$ cat config.mk
export PLATFORM = sky130hd
export DESIGN_NAME = port_a_low_pin_function_mux
export DESIGN_NICKNAME = d
export VERILOG_FILES = /design/src/pin_mux_pkg.sv /design/src/pin_mux_apb_regs.sv /design/src/pin_mux_pin_slice.sv /design/src/port_a_low_pin_function_mux.sv
export SDC_FILE = /design/constraint.sdc
export NUM_CORES = 1
export LEC_CHECK = 0
export ABC_CLOCK_PERIOD_IN_PS = 2750
export BUFFER_PORTS_ARGS = -buffer_cell sky130_fd_sc_hd__buf_4
export CAP_MARGIN = 20
export CORE_MARGIN = 4
export CORE_UTILIZATION = 40
export DETAILED_ROUTE_END_ITERATION = 10
export HOLD_SLACK_MARGIN = 0.02
export PLACE_DENSITY = 0.79
export SLEW_MARGIN = 30
export SYNTH_ARGS = -nofsm -noshare
export SYNTH_HDL_FRONTEND = slang
export SYNTH_SLANG_ARGS = --single-unit
export TNS_END_PERCENT = 50
$ cat constraint.sdc
create_clock -name sys_clk -period 2.75 [get_ports sys_clk]
set_input_delay 0.55 -clock sys_clk [delete_from_list [all_inputs] [get_ports sys_clk]]
set_output_delay 0.55 -clock sys_clk [all_outputs]
set_load 0.01 [all_outputs]
$ cat src/pin_mux_pkg.sv
// shared constants and carriers for the port a low pin function mux
package pin_mux_pkg;
    localparam logic [11:0] SELECT_OFFSET = 12'h000;
    localparam logic [11:0] CONFIG_OFFSET = 12'h004;
    localparam logic [31:0] SELECT_RESET = 32'h0000_0000;
    localparam logic [31:0] CONFIG_RESET = 32'h0000_0000;
    localparam int FIELD_WIDTH = 2;
    localparam int FIRST_PIN = 3;
    localparam int LAST_PIN = 7;
    localparam int NUM_PINS = 5;
    localparam int MODE_BIT = 0;

    typedef enum logic [1:0] {
        SEL_GPIO = 2'b00,
        SEL_ALT1 = 2'b01,
        SEL_ALT2 = 2'b10,
        SEL_ALT3 = 2'b11
    } pin_select_t;

    // one pin's worth of pad-facing signals
    typedef struct packed {
        logic out;
        logic oe;
    } pad_drive_t;

    // peripheral outputs and enables feeding the mux
    typedef struct packed {
        logic pwm2_output_b;
        logic pwm3_output_a;
        logic pwm3_output_b;
        logic pwm4_output_a;
        logic pwm4_output_b;
        logic pwm5_output_a;
        logic pwm6_output_a;
        logic pwm7_output_a;
        logic pwm8_output_a;
        logic pwm_sync_output;
        logic spi4_clock_out;
        logic spi4_clock_oe;
        logic spi4_transmit_enable_out;
        logic spi4_transmit_enable_oe;
        logic spi4_slave_out_master_in_out;
        logic spi4_slave_out_master_in_oe;
        logic capture_unit_1_out;
        logic capture_unit_1_oe;
        logic capture_unit_2_out;
        logic capture_unit_2_oe;
    } periph_drive_t;

    // pin levels routed back to peripherals
    typedef struct packed {
        logic pwm_sync_input;
        logic spi4_clock_in;
        logic spi4_transmit_enable_in;
        logic spi4_slave_out_master_in_in;
        logic capture_unit_1_in;
        logic capture_unit_2_in;
    } periph_sense_t;

    // extract the select field of pin n
    function automatic pin_select_t field_of(input logic [31:0] r,
                                             input int n);
        field_of = pin_select_t'(r[FIELD_WIDTH*n +: FIELD_WIDTH]);
    endfunction
endpackage

$ cat src/pin_mux_apb_regs.sv
// apb slave holding the select and mode registers
module pin_mux_apb_regs import pin_mux_pkg::*; (
    input wire logic sys_clk,
    input wire logic rst_n,
    input wire logic psel,
    input wire logic penable,
    input wire logic pwrite,
    input wire logic [11:0] paddr,
    input wire logic [31:0] pwdata,
    input wire logic protected_write_enable,
    output logic pready,
    output logic pslverr,
    output logic [31:0] prdata,
    output logic [31:0] port_a_low_pin_function_select,
    output logic [31:0] port_a_mux_config
);
    logic [31:0] next_select;
    logic [31:0] next_config;
    logic access;
    logic hit_sel;
    logic hit_cfg;

    assign access = psel && penable;
    assign hit_sel = paddr == SELECT_OFFSET;
    assign hit_cfg = paddr == CONFIG_OFFSET;
    assign pready = 1'b1;
    assign pslverr = access && !hit_sel && !hit_cfg;

    // writes land only while protection is lifted
    always_comb begin
        next_select = port_a_low_pin_function_select;
        next_config = port_a_mux_config;
        if (access && pwrite && protected_write_enable) begin
            if (hit_sel) next_select = pwdata;
            if (hit_cfg) next_config = {31'h0000_0000, pwdata[MODE_BIT]};
        end
    end

    always_ff @(posedge sys_clk or negedge rst_n) begin
        if (!rst_n) begin
            port_a_low_pin_function_select <= SELECT_RESET;
            port_a_mux_config <= CONFIG_RESET;
        end else begin
            port_a_low_pin_function_select <= next_select;
            port_a_mux_config <= next_config;
        end
    end

    // read mux is combinational; unmapped reads return zero
    always_comb begin
        prdata = 32'h0000_0000;
        if (hit_sel) prdata = port_a_low_pin_function_select;
        else if (hit_cfg) prdata = port_a_mux_config;
    end

    a_locked_write_ignored: assert property (@(posedge sys_clk)
        disable iff (!rst_n)
        access && pwrite && hit_sel && !protected_write_enable |=>
        $stable(port_a_low_pin_function_select))
        else $error("select changed without write enable");
    a_open_write_lands: assert property (@(posedge sys_clk)
        disable iff (!rst_n)
        access && pwrite && hit_sel && protected_write_enable |=>
        port_a_low_pin_function_select == $past(pwdata))
        else $error("enabled write not stored");
endmodule // pin_mux_apb_regs

$ cat src/pin_mux_pin_slice.sv
// one pin of the mux: gpio or one of three alternate functions
module pin_mux_pin_slice import pin_mux_pkg::*; (
    input wire pin_select_t sel,
    input wire logic [3:0] alt_valid,
    input wire pad_drive_t gpio_drive,
    input wire pad_drive_t alt1_drive,
    input wire pad_drive_t alt2_drive,
    input wire pad_drive_t alt3_drive,
    output pad_drive_t pad
);
    // reserved choices leave the pad undriven rather than float a guess
    always_comb begin
        pad = '0;
        case (sel)
            SEL_GPIO: pad = gpio_drive;
            SEL_ALT1: if (alt_valid[1]) pad = alt1_drive;
            SEL_ALT2: if (alt_valid[2]) pad = alt2_drive;
            SEL_ALT3: if (alt_valid[3]) pad = alt3_drive;
            default: pad = '0;
        endcase
    end
endmodule // pin_mux_pin_slice

$ cat src/port_a_low_pin_function_mux.sv
// port a pins 3..7 function mux with apb register access
module port_a_low_pin_function_mux import pin_mux_pkg::*; #(
    parameter bit VARIANT = 1'b1,
    parameter bit HAS_SPI4 = 1'b1,
    parameter bit HAS_CAPTURE = 1'b1
) (
    input wire logic sys_clk,
    input wire logic rst_n,
    input wire logic psel,
    input wire logic penable,
    input wire logic pwrite,
    input wire logic [11:0] paddr,
    input wire logic [31:0] pwdata,
    output logic pready,
    output logic pslverr,
    output logic [31:0] prdata,
    input wire logic protected_write_enable,
    input wire periph_drive_t periph,
    output periph_sense_t sense,
    input wire logic [LAST_PIN:FIRST_PIN] gpio_out,
    input wire logic [LAST_PIN:FIRST_PIN] gpio_oe,
    output logic [LAST_PIN:FIRST_PIN] gpio_in,
    input wire logic [LAST_PIN:FIRST_PIN] pad_in,
    output logic [LAST_PIN:FIRST_PIN] pad_out,
    output logic [LAST_PIN:FIRST_PIN] pad_oe
);
    logic [31:0] select_reg;
    logic [31:0] config_reg;
    logic pwm_mode_field;
    logic [LAST_PIN:FIRST_PIN] pad_meta;
    logic [LAST_PIN:FIRST_PIN] pad_sync;
    logic [LAST_PIN:FIRST_PIN] next_pad_meta;
    logic [LAST_PIN:FIRST_PIN] next_pad_sync;
    pin_select_t pin3_select_field;
    pin_select_t pin4_select_field;
    pin_select_t pin5_select_field;
    pin_select_t pin6_select_field;
    pin_select_t pin7_select_field;
    pin_select_t sel [LAST_PIN:FIRST_PIN];
    pad_drive_t alt1 [LAST_PIN:FIRST_PIN];
    pad_drive_t alt2 [LAST_PIN:FIRST_PIN];
    pad_drive_t alt3 [LAST_PIN:FIRST_PIN];
    logic [3:0] valid [LAST_PIN:FIRST_PIN];
    pad_drive_t pad [LAST_PIN:FIRST_PIN];

    pin_mux_apb_regs u_pin_mux_apb_regs (
        .sys_clk(sys_clk),
        .rst_n(rst_n),
        .psel(psel),
        .penable(penable),
        .pwrite(pwrite),
        .paddr(paddr),
        .pwdata(pwdata),
        .protected_write_enable(protected_write_enable),
        .pready(pready),
        .pslverr(pslverr),
        .prdata(prdata),
        .port_a_low_pin_function_select(select_reg),
        .port_a_mux_config(config_reg)
    );

    // each field decoded from its own slot, independent of neighbours
    assign pin3_select_field = field_of(select_reg, 3);
    assign pin4_select_field = field_of(select_reg, 4);
    assign pin5_select_field = field_of(select_reg, 5);
    assign pin6_select_field = field_of(select_reg, 6);
    assign pin7_select_field = field_of(select_reg, 7);
    assign sel[3] = pin3_select_field;
    assign sel[4] = pin4_select_field;
    assign sel[5] = pin5_select_field;
    assign sel[6] = pin6_select_field;
    assign sel[7] = pin7_select_field;

    // mode bit only has effect on the variant part
    assign pwm_mode_field = VARIANT && config_reg[MODE_BIT];

    // pwm choices on value 01, remapped by the mode bit
    always_comb begin
        alt1[7] = '{out: pwm_mode_field ? periph.pwm8_output_a
                                        : periph.pwm4_output_b,
                    oe: 1'b1};
        alt1[6] = '{out: pwm_mode_field ? periph.pwm7_output_a
                                        : periph.pwm4_output_a,
                    oe: 1'b1};
        alt1[5] = '{out: pwm_mode_field ? periph.pwm6_output_a
                                        : periph.pwm3_output_b,
                    oe: 1'b1};
        alt1[4] = '{out: pwm_mode_field ? periph.pwm5_output_a
                                        : periph.pwm3_output_a,
                    oe: 1'b1};
        alt1[3] = '{out: pwm_mode_field ? periph.pwm4_output_a
                                        : periph.pwm2_output_b,
                    oe: 1'b1};
    end

    // serial, capture and pwm sync choices on values 10 and 11
    always_comb begin
        alt2[7] = '{out: periph.spi4_transmit_enable_out,
                    oe: periph.spi4_transmit_enable_oe};
        alt3[7] = '{out: periph.capture_unit_2_out,
                    oe: periph.capture_unit_2_oe};
        alt2[6] = '{out: 1'b0, oe: 1'b0}; // sync input only
        alt3[6] = '{out: periph.pwm_sync_output, oe: 1'b1};
        alt2[5] = '{out: periph.spi4_clock_out,
                    oe: periph.spi4_clock_oe};
        alt3[5] = '{out: periph.capture_unit_1_out,
                    oe: periph.capture_unit_1_oe};
        alt2[4] = '0; // reserved
        alt3[4] = '0;
        alt2[3] = '{out: periph.spi4_slave_out_master_in_out,
                    oe: periph.spi4_slave_out_master_in_oe};
        alt3[3] = '0; // reserved
    end

    // which choices exist on this build; absent peripherals are reserved
    always_comb begin
        valid[7] = {HAS_CAPTURE, HAS_SPI4, 1'b1, 1'b1};
        valid[6] = 4'hF;
        valid[5] = {HAS_CAPTURE, HAS_SPI4, 1'b1, 1'b1};
        valid[4] = 4'h3;
        valid[3] = {1'b0, HAS_SPI4, 1'b1, 1'b1};
    end

    for (genvar p = FIRST_PIN; p <= LAST_PIN; p++) begin : g_pin
        pad_drive_t gpio_pick;
        assign gpio_pick = '{out: gpio_out[p], oe: gpio_oe[p]};
        pin_mux_pin_slice u_pin_mux_pin_slice (
            .sel(sel[p]),
            .alt_valid(valid[p]),
            .gpio_drive(gpio_pick),
            .alt1_drive(alt1[p]),
            .alt2_drive(alt2[p]),
            .alt3_drive(alt3[p]),
            .pad(pad[p])
        );
        assign pad_out[p] = pad[p].out;
        assign pad_oe[p] = pad[p].oe;
        // a field at 00 hands the pad straight to gpio
        a_gpio_selected: assert property (@(posedge sys_clk)
            disable iff (!rst_n)
            sel[p] == SEL_GPIO |->
            pad_out[p] == gpio_out[p] && pad_oe[p] == gpio_oe[p])
            else $error("gpio path not on pad");
    end

    // pads are asynchronous: two flops before any reader
    always_comb begin
        next_pad_meta = pad_in;
        next_pad_sync = pad_meta;
    end

    always_ff @(posedge sys_clk or negedge rst_n) begin
        if (!rst_n) begin
            pad_meta <= '0;
            pad_sync <= '0;
        end else begin
            pad_meta <= next_pad_meta;
            pad_sync <= next_pad_sync;
        end
    end

    // gpio always sees the pin; a peripheral input sees it only when chosen
    always_comb begin
        gpio_in = pad_sync;
        sense = '0;
        sense.pwm_sync_input = (sel[6] == SEL_ALT2) && pad_sync[6];
        sense.spi4_transmit_enable_in = HAS_SPI4 && (sel[7] == SEL_ALT2)
                                        && pad_sync[7];
        sense.capture_unit_2_in = HAS_CAPTURE && (sel[7] == SEL_ALT3)
                                  && pad_sync[7];
        sense.spi4_clock_in = HAS_SPI4 && (sel[5] == SEL_ALT2)
                              && pad_sync[5];
        sense.capture_unit_1_in = HAS_CAPTURE && (sel[5] == SEL_ALT3)
                                  && pad_sync[5];
        sense.spi4_slave_out_master_in_in = HAS_SPI4
            && (sel[3] == SEL_ALT2) && pad_sync[3];
    end

    a_reset_gpio: assert property (@(posedge sys_clk) disable iff (!rst_n)
        $rose(rst_n) |-> pad_oe == gpio_oe)
        else $error("pins not on gpio after reset");
    a_pin7_pwm_map: assert property (@(posedge sys_clk) disable iff (!rst_n)
        pin7_select_field == SEL_ALT1 |-> pad_oe[7] && pad_out[7] ==
        (pwm_mode_field ? periph.pwm8_output_a : periph.pwm4_output_b))
        else $error("pin7 pwm mapping wrong");
    a_pin7_capture: assert property (@(posedge sys_clk) disable iff (!rst_n)
        pin7_select_field == SEL_ALT3 && HAS_CAPTURE |->
        pad_out[7] == periph.capture_unit_2_out)
        else $error("pin7 capture not routed");
    a_pin6_pwm_map: assert property (@(posedge sys_clk) disable iff (!rst_n)
        pin6_select_field == SEL_ALT1 |-> pad_out[6] ==
        (pwm_mode_field ? periph.pwm7_output_a : periph.pwm4_output_a))
        else $error("pin6 pwm mapping wrong");
    a_pin6_sync_in: assert property (@(posedge sys_clk) disable iff (!rst_n)
        pin6_select_field == SEL_ALT2 |-> !pad_oe[6] &&
        sense.pwm_sync_input == pad_sync[6])
        else $error("pin6 sync input wrong");
    a_pin5_pwm_map: assert property (@(posedge sys_clk) disable iff (!rst_n)
        pin5_select_field == SEL_ALT1 |-> pad_out[5] ==
        (pwm_mode_field ? periph.pwm6_output_a : periph.pwm3_output_b))
        else $error("pin5 pwm mapping wrong");
    a_pin5_spi_clock: assert property (@(posedge sys_clk) disable iff (!rst_n)
        pin5_select_field == SEL_ALT2 && HAS_SPI4 |->
        pad_oe[5] == periph.spi4_clock_oe)
        else $error("pin5 spi clock not routed");
    a_pin4_reserved: assert property (@(posedge sys_clk) disable iff (!rst_n)
        pin4_select_field[1] |-> !pad_oe[4])
        else $error("pin4 reserved drives");
    a_pin3_pwm_map: assert property (@(posedge sys_clk) disable iff (!rst_n)
        pin3_select_field == SEL_ALT1 |-> pad_out[3] ==
        (pwm_mode_field ? periph.pwm4_output_a : periph.pwm2_output_b))
        else $error("pin3 pwm mapping wrong");
    a_pin3_reserved: assert property (@(posedge sys_clk) disable iff (!rst_n)
        pin3_select_field == SEL_ALT3 |-> !pad_oe[3])
        else $error("pin3 reserved drives");
    a_field_follows_write: assert property (@(posedge sys_clk)
        disable iff (!rst_n)
        psel && penable && pwrite && paddr == SELECT_OFFSET &&
        protected_write_enable |=> pin4_select_field == $past(pwdata[9:8]))
        else $error("pin4 field not at bits 9:8");

    // pin input passes exactly two flops; skip edges still fed by reset
    a_gpio_in_sync: assert property (@(posedge sys_clk)
        disable iff (!rst_n)
        $past(rst_n, 2) |-> gpio_in == $past(pad_in, 2))
        else $error("gpio input not two flops late");
    a_pin7_spi_enable: assert property (@(posedge sys_clk)
        disable iff (!rst_n)
        pin7_select_field == SEL_ALT2 && HAS_SPI4 |->
        pad_out[7] == periph.spi4_transmit_enable_out
        && pad_oe[7] == periph.spi4_transmit_enable_oe)
        else $error("pin7 spi enable not routed");
    a_capture_in_map: assert property (@(posedge sys_clk)
        disable iff (!rst_n)
        pin7_select_field == SEL_ALT3 && HAS_CAPTURE |->
        sense.capture_unit_2_in == pad_sync[7]
        && !sense.spi4_transmit_enable_in)
        else $error("pin7 capture input wrong");
    a_te_in_gated: assert property (@(posedge sys_clk)
        disable iff (!rst_n)
        pin7_select_field != SEL_ALT2 |-> !sense.spi4_transmit_enable_in)
        else $error("spi enable input leaks");
    a_pin6_sync_out: assert property (@(posedge sys_clk)
        disable iff (!rst_n)
        pin6_select_field == SEL_ALT3 |->
        pad_oe[6] && pad_out[6] == periph.pwm_sync_output)
        else $error("pin6 sync output wrong");
    a_sync_in_gated: assert property (@(posedge sys_clk)
        disable iff (!rst_n)
        pin6_select_field != SEL_ALT2 |-> !sense.pwm_sync_input)
        else $error("sync input leaks");
    a_pin5_capture: assert property (@(posedge sys_clk)
        disable iff (!rst_n)
        pin5_select_field == SEL_ALT3 && HAS_CAPTURE |->
        pad_out[5] == periph.capture_unit_1_out
        && pad_oe[5] == periph.capture_unit_1_oe)
        else $error("pin5 capture not routed");
    a_spi_in_gated: assert property (@(posedge sys_clk)
        disable iff (!rst_n)
        pin5_select_field != SEL_ALT2 |-> !sense.spi4_clock_in)
        else $error("spi clock input leaks");
    a_pin4_pwm_map: assert property (@(posedge sys_clk)
        disable iff (!rst_n)
        pin4_select_field == SEL_ALT1 |-> pad_oe[4] && pad_out[4] ==
        (pwm_mode_field ? periph.pwm5_output_a : periph.pwm3_output_a))
        else $error("pin4 pwm mapping wrong");
    a_pin3_spi_somi: assert property (@(posedge sys_clk)
        disable iff (!rst_n)
        pin3_select_field == SEL_ALT2 && HAS_SPI4 |->
        pad_out[3] == periph.spi4_slave_out_master_in_out
        && pad_oe[3] == periph.spi4_slave_out_master_in_oe)
        else $error("pin3 spi line not routed");
    a_pin7_field_slot: assert property (@(posedge sys_clk)
        disable iff (!rst_n)
        psel && penable && pwrite && paddr == SELECT_OFFSET &&
        protected_write_enable |=> pin7_select_field == $past(pwdata[15:14]))
        else $error("pin7 field not at bits 15:14");
    a_pin3_field_slot: assert property (@(posedge sys_clk)
        disable iff (!rst_n)
        psel && penable && pwrite && paddr == SELECT_OFFSET &&
        protected_write_enable |=> pin3_select_field == $past(pwdata[7:6]))
        else $error("pin3 field not at bits 7:6");
    a_mode_write_lands: assert property (@(posedge sys_clk)
        disable iff (!rst_n)
        psel && penable && pwrite && paddr == CONFIG_OFFSET &&
        protected_write_enable |=>
        pwm_mode_field == (VARIANT && $past(pwdata[MODE_BIT])))
        else $error("pwm mode bit not stored");
    a_locked_mode_held: assert property (@(posedge sys_clk)
        disable iff (!rst_n)
        psel && penable && pwrite && paddr == CONFIG_OFFSET &&
        !protected_write_enable |=> $stable(pwm_mode_field))
        else $error("mode changed without write enable");
    a_select_reset: assert property (@(posedge sys_clk)
        disable iff (!rst_n)
        $rose(rst_n) |-> select_reg == SELECT_RESET && !pwm_mode_field)
        else $error("fields not cleared by reset");
endmodule // port_a_low_pin_function_mux

==> metrics <==
Area Growth Syn to Fin=59.22%; Starting Density=42.56%; Total Wirelength=5749 um; Rel. slew slack=64.64%; most common cell after layout, fill and taps aside=buf_4; post-route setup TNS=0 ns; clock sink count=between 40 and 50; RSZ-0062 raised after global routing=no; sequential share of the synthesized area=51.81%; Synth Register Bits=43; Mapped Area=a little over 0.002 mm^2; clk_skew=approximately 0.0021 ns; share of cells above drive strength 1=approximately 53%; fin util=67.77%; initial antenna violation count=0; Finished Layout Cells=373; Post-DRT Antenna Nets=0; Crit Path Category=in2out; Worst EP arrival=2.07 ns; Mapped Cells=between 150 and 200; die extent in x=80.06 um; Longest Clk Path Bufs=2; Max VDD drop=0.2749 mV; maximum fanout along the worst path=18; post-CTS setup buffer count=0; Hold Vio Cnt, Final=0; first-pass GRT wire length=between 8000 and 9000 um; placed insts=roughly 370; syn avg cell area=between 10 and 15 um^2; per-cell routed wire length=15.41 um; Via-to-Cell Ratio=between 4 and 5; half-perimeter wire length after placement=4533 um; nets=a little under 400; GR Overflow Total=0; vias=1,788; Die Ht=80.06 um; number of buffers created by CTS=5; commonest cells after routing, fill and taps aside=buf_4 (140), dfrtp_1 (43), and2_1 (32); fmax=0.3813 GHz; crit-path max cell delay=around 0.58 ns; Synth area leader=dfrtp_1; Worst path top cell family by delay=simple AND/OR/NAND/NOR gates; largest net degree at the start of global routing=44; Hold WC Path Type=in2async; crit-path most repeated cell=buf_4; vias in the first global route=1,881; TritonCTS clock tree=built; Port Buf Inserts=138; final setup vio count=0; crit share post-route=a little over nine tenths; Slew Limit Fails=0; Hold Buf Count CTS=0; DR iter-0 viols=42; I/O pin cnt=140; Root Buffer=clkbuf_8; post-cts repair resize count=0; power density over cell area=391.6 mW/mm^2; leakage=1.783 nW; row cnt=25; drt first pass iters=3; Final min period=about 2.6 ns; CP startpoint=paddr[5]; critical path cell sequence=buf_4 -> or4_4 -> nor4_2 -> buf_4 -> and2_1 -> buf_4; Least-Margin Pin Slew=0.5304 ns; Slowest cell on crit path=or4_4; GRT Total Usage=17.79%; DRC=0; Worst Path Required=2.20 ns; Synth cell types=30; crit end category=output port; Clock Latency Late Sink=0.28 ns; Synthesis Warnings=0; Max-Cap Viols=0; die area=0.006410 mm^2; Synth top area share=between 50% and 60%; # diodes=0; Buffers & Inverters on Critical Path=3; CP startpoint kind=input pin; htree depth=2; GP Congestion=a little under 0.8; syn nets=251; r2r startpoint=u_pin_mux_apb_regs.port_a_mux_config[0]$_DFFE_PN0P_; Worst-path clk slew=around 0.08 ns; core box area=0.004880 mm^2; top post-synthesis cells by area=dfrtp_1 (52%), mux2_1 (16%), and2_1 (9.6%), mux2_2 (3.3%), mux2i_1 (2.4%); status=complete, no violations
==> sequential cells by signal, summed over array words and instances (netlist names) <==
register                                           flops
gpio_in                                                5
next_pad_sync                                          5
u_pin_mux_apb_regs.port_a_low_pin_function_select     32
u_pin_mux_apb_regs.port_a_mux_config                   1
==> metrics by stage <==
step                instance area [um^2]  worst slack (ns)  power (mW)  hold WS (ns)
finish                              3307            0.1272       1.295        0.2390
global route                        3307           0.01851       1.352        0.2701
CTS                                 3307            0.1068       1.312        0.2533
detailed placement                  3189            0.1272      0.8089        0.3347
global placement                    3189            0.1238      0.8045        0.3317
floorplan                           2077            0.2695      0.6826        0.2544
==> final cells by class <==
type | instances | area [um^2]
Clock inverter | 2 | 35.03
Timing Repair Buffer | 141 | 1071
Sequential cell | 43 | 1076
Multi-Input combinational cell | 113 | 954.7
Clock buffer | 6 | 82.58
Fill cell | 415 | 1573
Inverter | 1 | 3.754
Tap cell | 67 | 83.83
==> final timing paths <==
check / end / slack [ns] / cells past startpoint
max: prdata[26] / 0.13 / 6
max in group asynchronous: next_pad_sync[4]$_DFF_PN0_ / 2.15 / 1
min in group sys_clk: gpio_in[7]$_DFF_PN0_ / 0.35 / 0
max reg2reg: u_pin_mux_apb_regs.port_a_mux_config[0]$_DFFE_PN0P_ / 1.83 / 1
min reg2reg: gpio_in[7]$_DFF_PN0_ / 0.35 / 0
min: asynchronous set/reset pin / 0.24 / 1
==> synthesized netlist by cell type (all sizes together) <==
| cell | n |
|---|---|
| a21oi | 1 |
| nand2 | 4 |
| o21ai | 1 |
| nor4 | 4 |
| inv | 1 |
| a211oi | 3 |
| nor2 | 8 |
| buf | 4 |
| or4b | 1 |
| and2 | 32 |
| a31o | 1 |
| nor3 | 1 |
| mux2 | 36 |
| conb | 1 |
| clkbuf | 5 |
| mux2i | 5 |
| nor2b | 1 |
| nor3b | 1 |
| o311a | 1 |
| a21o | 2 |
| and3 | 2 |
| o22a | 1 |
| or3 | 1 |
| or4 | 3 |
| nand4 | 1 |
| mux4 | 2 |
| dfrtp | 43 |
==> cell families (layout without fill, tap and decap cells) <==
group	count (synthesis)	in the layout	share of synthesized area, %
AOI/OAI and AO/OA	10	10	3.614
buffers and inverters	10	150	2.530
DFF	43	43	51.81
muxes	43	43	24.10
other	1	1	0.1805
and+or+nand+nor	59	59	17.77
==> report_power, final <==
group / leakage, nW / switching [mW] / internal, mW
combinational: 1.14 / 0.0496 / 0.101
sequential: 0.578 / 0.00334 / 0.639
clock: 0.0612 / 0.208 / 0.294
==> metal layers <==
layer  vias up  share of wire [%]  track usage [%]
li1        860                  -                -
met4         0                1.4            5.068
met5         -                  0                0
met3         9                 11            6.278
met2        89                 51            32.70
met1       830                 37            19.05
Power figures use the tool's default switching activity.
